`src/logic/adccap_regs.svh`:
```
// register map, field positions and timing constants of the capture controller
// assumes a 50 MHz ref_clk and a 32-bit classic wishbone slave port
`ifndef ADCCAP_REGS_SVH
`define ADCCAP_REGS_SVH
`define ADCCAP_ADDR_CTRL 4'h0
`define ADCCAP_ADDR_STATUS 4'h4
`define ADCCAP_ADDR_DATA 4'h8
`define ADCCAP_ADDR_PERIOD 4'hc
`define ADCCAP_CTRL_RUN 0
`define ADCCAP_CTRL_SINGLE 1
`define ADCCAP_CTRL_OFFSET_BIN 2
`define ADCCAP_CTRL_POWER_UP 3
`define ADCCAP_CTRL_READ_EN 4
`define ADCCAP_CTRL_SELECT 5
`define ADCCAP_STAT_BUSY 0
`define ADCCAP_STAT_VALID 1
`define ADCCAP_STAT_OVERRUN 2
`define ADCCAP_STAT_TIMEOUT 3
`define ADCCAP_CTRL_RESET 32'h0000_0038
`define ADCCAP_PERIOD_RESET 16'h0064
`define ADCCAP_CLK_MHZ 50
`define ADCCAP_LOW_NS 400
`define ADCCAP_LOW_CYC ((`ADCCAP_LOW_NS * `ADCCAP_CLK_MHZ) / 1000)
`define ADCCAP_TIMEOUT_CYC 16'h1000
`endif

```
`src/logic/adccap_pkg.sv`:
```
// state type of the capture controller; the result buffer does not use it
// assumes adccap_regs.svh constants
package adccap_pkg;
  typedef enum logic [3:0] {
    ADCCAP_IDLE = 4'b0001,
    ADCCAP_LOW = 4'b0010,
    ADCCAP_WAIT = 4'b0100,
    ADCCAP_GAP = 4'b1000
  } adccap_state_t;
endpackage

```
`src/logic/adccap_stream_if.sv`:
```
// valid/ready word stream between capture logic and result buffer
// assumes one clock shared by both ends
`timescale 1ns/1ps
interface adccap_stream_if #(parameter int W = 14);
  logic valid;
  logic ready;
  logic [W-1:0] data;
  modport src (output valid, output data, input ready);
  modport snk (input valid, input data, output ready);
endinterface

```
`src/logic/adccap_buf.sv`:
```
// two-entry result buffer with valid/ready on both sides
// assumes a synchronous active-high reset and clock enable
`timescale 1ns/1ps
module adccap_buf #(
  parameter int W = 14
) (
  input wire logic ref_clk,
  input wire logic reset,
  input wire logic clk_en,
  adccap_stream_if.snk in_s,
  output logic out_valid,
  output logic [W-1:0] out_data,
  input wire logic out_ready
);
  logic [W-1:0] mem_r [2];
  logic [W-1:0] mem_nxt [2];
  logic rd_r, rd_nxt, wr_r, wr_nxt;
  logic [1:0] cnt_r, cnt_nxt;
  logic push, pop;
  assign in_s.ready = (cnt_r != 2'h2);
  assign out_valid = (cnt_r != 2'h0);
  assign out_data = mem_r[rd_r];
  always_comb begin
    push = in_s.valid && in_s.ready;
    pop = out_valid && out_ready;
    mem_nxt = mem_r;
    if (push) begin
      mem_nxt[wr_r] = in_s.data;
    end
    wr_nxt = push ? ~wr_r : wr_r;
    rd_nxt = pop ? ~rd_r : rd_r;
    cnt_nxt = cnt_r + {1'b0, push} - {1'b0, pop};
  end
  always_ff @(posedge ref_clk) begin
    if (reset) begin
      mem_r[0] <= '0;
      mem_r[1] <= '0;
      rd_r <= 1'b0;
      wr_r <= 1'b0;
      cnt_r <= 2'h0;
    end else if (clk_en) begin
      mem_r <= mem_nxt;
      rd_r <= rd_nxt;
      wr_r <= wr_nxt;
      cnt_r <= cnt_nxt;
    end
  end
endmodule

```
`src/logic/adccap_ctrl.sv`:
```
// How it works
// - start each conversion with a falling strobe
// - strobe returns high well within 420 ns
// - no strobe edges while converting
// - offset binary inverts only the top bit
// - capture word on data ready rising edge
// - power-down defaults inactive (pin high); read and select default active
//
// controller that strobes the converter and captures its parallel results
// assumes pins from the converter are asynchronous; wishbone classic slave on ref_clk
`timescale 1ns/1ps
`include "adccap_regs.svh"
module adccap_ctrl import adccap_pkg::*; #(
  parameter int W = 14,
  parameter logic [15:0] TIMEOUT = `ADCCAP_TIMEOUT_CYC
) (
  input wire logic ref_clk,
  input wire logic reset,
  input wire logic clk_en,
  input wire logic wb_cyc_i,
  input wire logic wb_stb_i,
  input wire logic wb_we_i,
  input wire logic [3:0] wb_adr_i,
  input wire logic [3:0] wb_sel_i,
  input wire logic [31:0] wb_dat_i,
  output logic [31:0] wb_dat_o,
  output logic wb_ack_o,
  output logic conversion_start_strobe,
  output logic power_down_control,
  output logic read_strobe_n,
  output logic chip_select_n,
  input wire logic data_ready,
  input wire logic [W-1:0] result_word
);
  localparam logic [7:0] LOW_CYC = 8'(`ADCCAP_LOW_CYC);
  // three-stage synchronisers; stage 0 feeds only stage 1
  logic [2:0] rdy_s0_r;
  logic [W-1:0] dat_s0_r, dat_s1_r, dat_s2_r;
  logic rdy_seen_r, rdy_seen_nxt;
  logic [31:0] ctrl_r, ctrl_nxt;
  logic [15:0] period_r, period_nxt;
  logic [15:0] cnt_r, cnt_nxt;
  adccap_state_t st_r, st_nxt;
  logic strobe_r, strobe_nxt;
  logic ack_r, ack_nxt;
  logic [31:0] rdat_r, rdat_nxt;
  logic ovr_r, ovr_nxt, tmo_r, tmo_nxt;
  logic rdy_rise, bus_req, pop;
  logic out_valid;
  logic [W-1:0] out_data;
  adccap_stream_if #(.W(W)) cap_s ();
  function automatic logic [31:0] merge(input logic [31:0] old, input logic [31:0] nw, input logic [3:0] sel);
    for (int i = 0; i < 4; i++) begin
      if (sel[i]) begin
        old[i*8 +: 8] = nw[i*8 +: 8];
      end
    end
    return old;
  endfunction
  function automatic logic [31:0] fmt(input logic [W-1:0] w, input logic offs);
    logic [W-1:0] v;
    v = w;
    if (offs) begin
      v[W-1] = ~w[W-1];
    end
    return {{(32-W){v[W-1] & ~offs}}, v};
  endfunction
  adccap_buf #(.W(W)) u_buf (
    .ref_clk(ref_clk),
    .reset(reset),
    .clk_en(clk_en),
    .in_s(cap_s.snk),
    .out_valid(out_valid),
    .out_data(out_data),
    .out_ready(pop)
  );
  always_ff @(posedge ref_clk) begin
    if (reset) begin
      rdy_s0_r <= 3'h0;
      dat_s0_r <= '0;
      dat_s1_r <= '0;
      dat_s2_r <= '0;
    end else if (clk_en) begin
      rdy_s0_r <= {rdy_s0_r[1:0], data_ready};
      dat_s0_r <= result_word;
      dat_s1_r <= dat_s0_r;
      dat_s2_r <= dat_s1_r;
    end
  end
  always_comb begin
    // change counts once stages one and two agree
    rdy_rise = rdy_s0_r[1] && rdy_s0_r[2] && !rdy_seen_r;
    rdy_seen_nxt = (rdy_s0_r[1] == rdy_s0_r[2]) ? rdy_s0_r[1] : rdy_seen_r;
    cap_s.valid = rdy_rise && (st_r == ADCCAP_WAIT);
    cap_s.data = dat_s2_r; // word held stable since rising edge
  end
  always_comb begin
    bus_req = wb_cyc_i && wb_stb_i && !ack_r;
    pop = bus_req && !wb_we_i && (wb_adr_i == `ADCCAP_ADDR_DATA) && out_valid;
    ctrl_nxt = ctrl_r;
    period_nxt = period_r;
    ovr_nxt = ovr_r || (rdy_rise && (st_r == ADCCAP_WAIT) && !cap_s.ready);
    tmo_nxt = tmo_r;
    rdat_nxt = rdat_r;
    ack_nxt = bus_req;
    if (bus_req && wb_we_i) begin
      case (wb_adr_i)
        `ADCCAP_ADDR_CTRL: ctrl_nxt = merge(ctrl_r, wb_dat_i, wb_sel_i);
        `ADCCAP_ADDR_PERIOD: period_nxt = 16'(merge({16'h0, period_r}, wb_dat_i, wb_sel_i));
        `ADCCAP_ADDR_STATUS: begin
          // write one clears; a new event in the same cycle wins
          if (wb_sel_i[0] && wb_dat_i[`ADCCAP_STAT_OVERRUN]) begin
            ovr_nxt = rdy_rise && (st_r == ADCCAP_WAIT) && !cap_s.ready;
          end
          if (wb_sel_i[0] && wb_dat_i[`ADCCAP_STAT_TIMEOUT]) begin
            tmo_nxt = 1'b0;
          end
        end
        default: ;
      endcase
    end
    if (bus_req && !wb_we_i) begin
      case (wb_adr_i)
        `ADCCAP_ADDR_CTRL: rdat_nxt = ctrl_r;
        `ADCCAP_ADDR_STATUS: rdat_nxt = {28'h0, tmo_r, ovr_r, out_valid, st_r != ADCCAP_IDLE};
        `ADCCAP_ADDR_DATA: rdat_nxt = out_valid ? fmt(out_data, ctrl_r[`ADCCAP_CTRL_OFFSET_BIN]) : 32'h0;
        `ADCCAP_ADDR_PERIOD: rdat_nxt = {16'h0, period_r};
        default: rdat_nxt = 32'h0;
      endcase
    end
    if (st_r == ADCCAP_IDLE && ctrl_r[`ADCCAP_CTRL_SINGLE]) begin
      ctrl_nxt[`ADCCAP_CTRL_SINGLE] = 1'b0;
    end
    if (st_r == ADCCAP_WAIT && cnt_r == TIMEOUT) begin
      tmo_nxt = 1'b1;
    end
  end
  always_comb begin
    st_nxt = st_r;
    cnt_nxt = cnt_r + 16'h1;
    strobe_nxt = strobe_r;
    case (st_r)
      ADCCAP_IDLE: begin
        cnt_nxt = 16'h0;
        if (ctrl_r[`ADCCAP_CTRL_RUN] || ctrl_r[`ADCCAP_CTRL_SINGLE]) begin
          strobe_nxt = 1'b0;
          st_nxt = ADCCAP_LOW;
        end
      end
      ADCCAP_LOW: begin
        if (cnt_r[7:0] >= LOW_CYC - 8'h1) begin
          strobe_nxt = 1'b1; // back high before 420 ns
          st_nxt = ADCCAP_WAIT;
          cnt_nxt = 16'h0;
        end
      end
      ADCCAP_WAIT: begin
        // strobe stays high; wait ends on data ready or timeout
        if (rdy_rise || cnt_r == TIMEOUT) begin
          st_nxt = ADCCAP_GAP;
          cnt_nxt = 16'h0;
        end
      end
      ADCCAP_GAP: begin
        if (cnt_r >= period_r) begin
          st_nxt = ADCCAP_IDLE;
        end
      end
      default: begin
        st_nxt = ADCCAP_IDLE;
        strobe_nxt = 1'b1;
      end
    endcase
  end
  always_ff @(posedge ref_clk) begin
    if (reset) begin
      ctrl_r <= `ADCCAP_CTRL_RESET;
      period_r <= `ADCCAP_PERIOD_RESET;
      st_r <= ADCCAP_IDLE;
      cnt_r <= 16'h0;
      strobe_r <= 1'b1;
      ack_r <= 1'b0;
      rdat_r <= 32'h0;
      ovr_r <= 1'b0;
      tmo_r <= 1'b0;
      rdy_seen_r <= 1'b0;
    end else if (clk_en) begin
      ctrl_r <= ctrl_nxt;
      period_r <= period_nxt;
      st_r <= st_nxt;
      cnt_r <= cnt_nxt;
      strobe_r <= strobe_nxt;
      ack_r <= ack_nxt;
      rdat_r <= rdat_nxt;
      ovr_r <= ovr_nxt;
      tmo_r <= tmo_nxt;
      rdy_seen_r <= rdy_seen_nxt;
    end
  end
  // pin outputs straight from flops; select/read levels are active low on the pins
  always_ff @(posedge ref_clk) begin
    if (reset) begin
      conversion_start_strobe <= 1'b1;
      power_down_control <= 1'b1;
      read_strobe_n <= 1'b0;
      chip_select_n <= 1'b0;
      wb_ack_o <= 1'b0;
      wb_dat_o <= 32'h0;
    end else if (clk_en) begin
      conversion_start_strobe <= strobe_nxt;
      power_down_control <= ctrl_nxt[`ADCCAP_CTRL_POWER_UP];
      read_strobe_n <= ~ctrl_nxt[`ADCCAP_CTRL_READ_EN];
      chip_select_n <= ~ctrl_nxt[`ADCCAP_CTRL_SELECT];
      wb_ack_o <= ack_nxt;
      wb_dat_o <= rdat_nxt;
    end
  end
endmodule

```
`config.mk`:
```
export PLATFORM = sky130hd
export DESIGN_NAME = adccap_ctrl
export DESIGN_NICKNAME = d
export VERILOG_FILES = /design/src/logic/adccap_pkg.sv /design/src/logic/adccap_stream_if.sv /design/src/logic/adccap_buf.sv /design/src/logic/adccap_ctrl.sv
export VERILOG_INCLUDE_DIRS = /design/src /design/src/logic
export SDC_FILE = /design/constraint.sdc
export NUM_CORES = 1
export LEC_CHECK = 0
export ABC_CLOCK_PERIOD_IN_PS = 4750
export BUFFER_PORTS_ARGS = -buffer_cell sky130_fd_sc_hd__buf_2
export CAP_MARGIN = 20
export CORE_UTILIZATION = 55
export DETAILED_ROUTE_END_ITERATION = 16
export PLACE_DENSITY_LB_ADDON = 0.2
export RECOVER_POWER = 100
export SYNTH_ARGS = -nofsm -noshare
export SYNTH_HDL_FRONTEND = slang
export SYNTH_SLANG_ARGS = --single-unit
export TNS_END_PERCENT = 5
```
`constraint.sdc`:
```
create_clock -name ref_clk -period 4.75 [get_ports ref_clk]
set_input_delay 0.2375 -clock ref_clk [delete_from_list [all_inputs] [get_ports ref_clk]]
set_output_delay 0.2375 -clock ref_clk [all_outputs]
set_load 0.02 [all_outputs]
```
; Word-level counts from Yosys, hierarchy flattened
; Index checks and enable logic that the tools add are counted.
; Widths: inputs -> output; s select.
[word_totals]
out_inout_bits = 37
elab_cells = 142
regBits = 185
inputBits = 61
[classes]
bitwise_logic = 10
n_mux = 34
n_eq_ne = 15
n_lt_le_gt_ge = 5
n_reduce_logical = 47
add_sub_neg = 3
[ops]
columns = op, count
row1 = $pmux 32 s4, 1
row2 = $mux 32, 2
row3 = $mux 14, 4
row4 = $pmux 16 s3, 1
row5 = $reduce_and 4->1, 9
row6 = $mux 16, 2
row7 = $bwmux 28, 1
row8 = $mux 6, 3
row9 = $logic_and 1x1->1, 17
row10 = $add 16x1->16 const B, 1
row11 = $eq 16x13->1 const B, 1
row12 = $ge 16x16->1, 1
row13 = $mux 4, 4
row14 = $pmux 4 s4, 1
row15 = $demux 14 s1, 1
row16 = $reduce_bool 2->1, 7
row17 = $mux 1, 13
row18 = $eq 4x4->1 const B, 3
row19 = $eq 4x3->1 const B, 2
row20 = $ge 8x5->1 const B, 1
row21 = $reduce_and 2->1, 4
row22 = $not 1->1, 7
row23 = $ne 2x2->1 const B, 3
row24 = $reduce_and 5->1, 1
row25 = other kinds (16), 24

; Longest topological paths before layout
[depth]
ltp_word = 12
depth_mapped = 12
ltp_nobuf = 10

; Modules after synthesis
; From an unflattened synthesis, not the netlist that was laid out.
[unflattened]
cells_unflattened = 897
area_unflattened_um2 = 8284.2
[modules_own_cells]
columns = mod, seq_area_each_um2, cells_per_inst, area_each_um2, instances
row1 = adccap_ctrl, 3042.9, 746, 6723.9, 1
row2 = adccap_buf, 640.6, 151, 1560.2, 1

; Worst setup path after synthesis
; No wires, ideal clock.
[synth_timing]
path_kind = register to register
startpoint = register u_buf.rd_r
endpoint = register wb_dat_o[31]
slack_ns = 2.536
required_ns = 4.621
setup_ns = 0.129
t_arrival_ns = 2.085
n_path_buf = 3
stages_incl_launch_ff = 11
period_less_slack_ns = 2.214
cell_sequence = dfxtp_1 -> buf_2 -> buf_1 -> mux2_2 -> ha_1 -> inv_1 -> nor2_1 -> buf_2 -> a21oi_1 -> a2bb2oi_1 -> nor2_1
[synth_between]
elab_chain_cells = 12
[synth_lines]
columns = item, line_no
row1 = from (decl), adccap_buf.sv:17  ; logic rd_r, rd_nxt, wr_r, wr_nxt;
row2 = from (signal assigned), adccap_buf.sv:43  ; rd_r <= rd_nxt;
row3 = $not 1->2 (implied by the code) (*), adccap_buf.sv:22  ; assign out_data = mem_r[rd_r];
row4 = $mux 14 (implied by the code) (*) (3 in series), adccap_buf.sv:22
row5 = $not 1->1, adccap_ctrl.sv:64  ; v[W-1] = ~w[W-1];
row6 = $mux 1 (*), adccap_ctrl.sv:63  ; if (offs) begin
row7 = $mux 1 (*), adccap_ctrl.sv:123  ; case (wb_adr_i)
row8 = $mux 1 (*), adccap_ctrl.sv:122  ; if (bus_req && !wb_we_i) begin
row9 = $and 1x1->1 (*), adccap_ctrl.sv:66  ; return {{(32-W){v[W-1] & ~offs}}, v};
row10 = $mux 32 (*), adccap_ctrl.sv:126  ; `ADCCAP_ADDR_DATA: rdat_nxt = out_valid ? fmt(out_data, ctrl_r[`ADCCAP_CTRL_OFFSET_BIN]) : 32'h0;
row11 = $pmux 32 s4 (*), adccap_ctrl.sv:123
row12 = $mux 32 (*), adccap_ctrl.sv:122
row13 = to (signal assigned), adccap_ctrl.sv:215  ; wb_dat_o <= rdat_nxt;
row14 = to (decl), adccap_ctrl.sv:26  ; output logic [31:0] wb_dat_o,
; Mark *: on every way between the ends. The rest lies on a longest branch, timed or not. The select of a mux whose other input is x is not followed.
; A chain may end at the register's enable or synchronous reset.

==> results.yml <==
grt:
  grt_pass1_wl_um: 28800
  grt-ovfl-total: 0
  antenna_found_initial: 0
  grt_start_max_net_pins: 89
  grtUsageTotal_pct: 25.1
  grt_pass1_vias: 5761
finish:
  utilization_pct: 64.4
  nFillCells: 1257
  design_area_mm2: 0.00901
  diodes: 0
  drive_gt1_share_pct: 10.5
  nNetsFinal: 1041
  area_growth_pct: 13.6
sta:
  drv_slew: 105
  fmax_mhz: 311
  period_needed_ns: 3.21
  worstMarginPinSlew_ns: 1.73
  rsz0062_at_grt: "no"
  clock_skew_ns: 0.00981
  fin_crit_sh_pct: 67.7
  final_hold_viol_count: 0
  max_slew_margin_pct: -15.5
  setup-violations-final: 0
  timing.final.ws_setup_ns: 1.54
  fin_tns_setup_ns: 0
routing:
  wire_per_inst_um: 15.6
  drc: 0
  wl_um: 18000
  vias: 6440
  drtIter0Drc: 540
  firstDrtPassIters: 7
  avgViaCountPerCell: 5.60
  final_antenna_net_count: 0
synthesis:
  async_reset_ff_share_pct: 0
  synthXorXnorAreaFrac_pct: 2.10
  synth_edf_count: 0
  synth_simple_gate_area_share_pct: 19.3
  synth.area.mux_share_pct: 12.3
  synth_cells: 896
  ys_warn_count: 0
  avgSynthCellArea_um2: 8.85
  ys.flop_type: "dfxtp_1"
  ys_ff_latch: 184
  synth.net_count: 979
  synth_compound_area_share_pct: 11.6
  synth_top_family_by_area: "simple AND/OR/NAND/NOR gates"
  synth_fa_ha_area_share_pct: 3.47
  ys_seq_area_share_pct: 46.5
  ys_types: 53
  netlist_area_mm2: 0.00793
critical_path:
  worst-setup-path-type: "in -> reg"
  crit_required_ns: 5.01
  critical_path_peak_fanout: 53
  cp.arrival_ns: 3.48
  end_kind: "flip-flop"
  crit_buf_inv: 2
  critPathLaunchType: "input port"
  crit_path_cell_trace: "clkbuf_1 -> buf_4 -> o31ai_1 -> o21ai_0 -> nor2_1"
  cpPeakStageDelay_ns: 1.28
  crit_family: "compound AO/OA/AOI/OAI gates"
  slowest_stage: "o21ai_0"
placement:
  dpl_cell_area_mm2: 0.00843
  post-place-ws_ns: 2.04
  gp_congestion: 0.885
  dp_hpwl_um: 12200
  portBuffers: 97
clock_tree:
  cts_tree: "yes"
  clk_latency_ns: 0.44
  htreeDepth: 4
  post_cts_buffers: 0
  path_clk_slew_ns: 0.07
  hold_buffers: 0
  ctsResizeCount: 0
  cts_sinks: 184
  root_buffer: "clkbuf_16"
  cts-buffers-inserted: 17
  clk_path_buf_depth: 2
pwr:
  p_per_area_mw_per_mm2: 362
  vdd_ir_drop_max_mv: 0.296
  leakage_nw: 3.48
floorplan:
  rows: 43
  die_h_um: 122
  die_x_um: 122
  start_util_pct: 56.7
  io_pins: 98
  core_region_area_mm2: 0.0140
  dieArea_mm2: 0.0149
hold_path:
  hold_path_class: "in -> reg"
run:
  cap_viol_max_count: 2
status:
  violations: "max-capacitance violations, max-slew violations"
  status: "finished, violations left"
## synth_stat cells (all sizes together), types with 16 or more instances
cell / count / area, um2
inv: 29 / 109
clkbuf: 33 / 124
a2bb2oi: 16 / 140
a21oi: 70 / 350
nand3: 61 / 305
buf: 29 / 144
dfxtp: 184 / 3680
nor2: 162 / 611
mux2i: 95 / 951
ha: 22 / 275
nand2: 72 / 270
## logic make-up after synthesis
family | Yosys count
AOI/OAI and AO/OA | 140
xor gates and xnor gates | 19
adders and majority gates | 22
buffers and inverters | 91
DFF | 184
muxes | 97
and+or+nand+nor | 343
## state kept, by name (all words and copies together) (netlist names), 2 cells and up
signal,flops
cnt_r,16
dat_s0_r,14
wb_dat_o,32
period_r,16
dat_s1_r,14
rdy_s0_r,3
cap_s.data,14
ctrl_r,32
u_buf.cnt_r,2
st_r,4
u_buf.mem_r,28
## report_power, final
part | switching (W) | internal [W]
clock network | 0.000611 | 0.000930
registers | 0.0000121 | 0.00156
logic | 0.0000902 | 0.0000524
total | 0.000714 | 0.00255
## worst min-delay path, stage by stage
cell	delay [ns]
buf_2	0.07
mux2i_1	0.05
nor2_1	0.07
## path summary, 6_finish.rpt
kind                    from      endpoint  slack, ns  depth (start not counted)
min reg2reg       ctrl_r[28]    ctrl_r[28]       0.46                          2
max                   clk_en     cnt_r[10]       1.54                          5
max reg2reg         wb_ack_o  wb_dat_o[23]       1.89                          6
min          result_word[13]  dat_s0_r[13]       0.03                          3
## cell usage in the layout (no fill, tap or decap), types with 2 or more instances in the layout
cell type / count
dfxtp_1: 184
nor2_1: 159
mux2i_1: 95
nand2_1: 72
a21oi_1: 70
nand3_1: 61
buf_2: 57
clkbuf_1: 42
inv_1: 29
ha_1: 22
clkbuf_16: 17
a2bb2oi_1: 16
a221oi_1: 13
a211oi_1: 13
xor2_1: 13
nor3_1: 9
o21ai_0: 8
or3_1: 6
a2111oi_0: 6
nand4_1: 6
xnor2_1: 6
nor4b_1: 4
nand2b_1: 4
bufinv_16: 4
buf_4: 4
nor2b_1: 3
nor2_2: 3
and4_1: 3
and3_1: 3
clkbuf_8: 3
inv_6: 3
clkinv_4: 3
nor3b_1: 2
o211ai_1: 2
o22ai_1: 2
o21a_1: 2
clkinvlp_4: 2
## stage by stage
step,hold slack [ns],power [W],instances
2_1_floorplan,0.385,0.00170,896
3_3_place_gp,0.443,0.00175,1118
3_5_place_dp,0.449,0.00175,1118
4_1_cts,0.0150,0.00328,1150
5_1_grt,0.0264,0.00336,1151
6_report,0.0300,0.00326,1151
## metal layers
metal  GRT usage, %  vias to the layer above  part of all wire, %
met5              0                        -                    0
met4           8.92                        0                  2.0
met3           5.52                       29                  5.5
met2           39.4                      178                   45
met1           33.8                     2993                   47
li1               -                     3240                    -
## area by class of cell
type                       instances  area, um2  share of cell area (%)
clock buffer                      20        467                    5.18
sequential                       184       3680                    40.9
clock inverter                    12        188                    2.08
tap                              180        225                    2.50
timing repair buffer             105        493                    5.47
multi-input combinational        621       3840                    42.7
inverter                          29        109                    1.21
(Power assumes the default switching activity.)
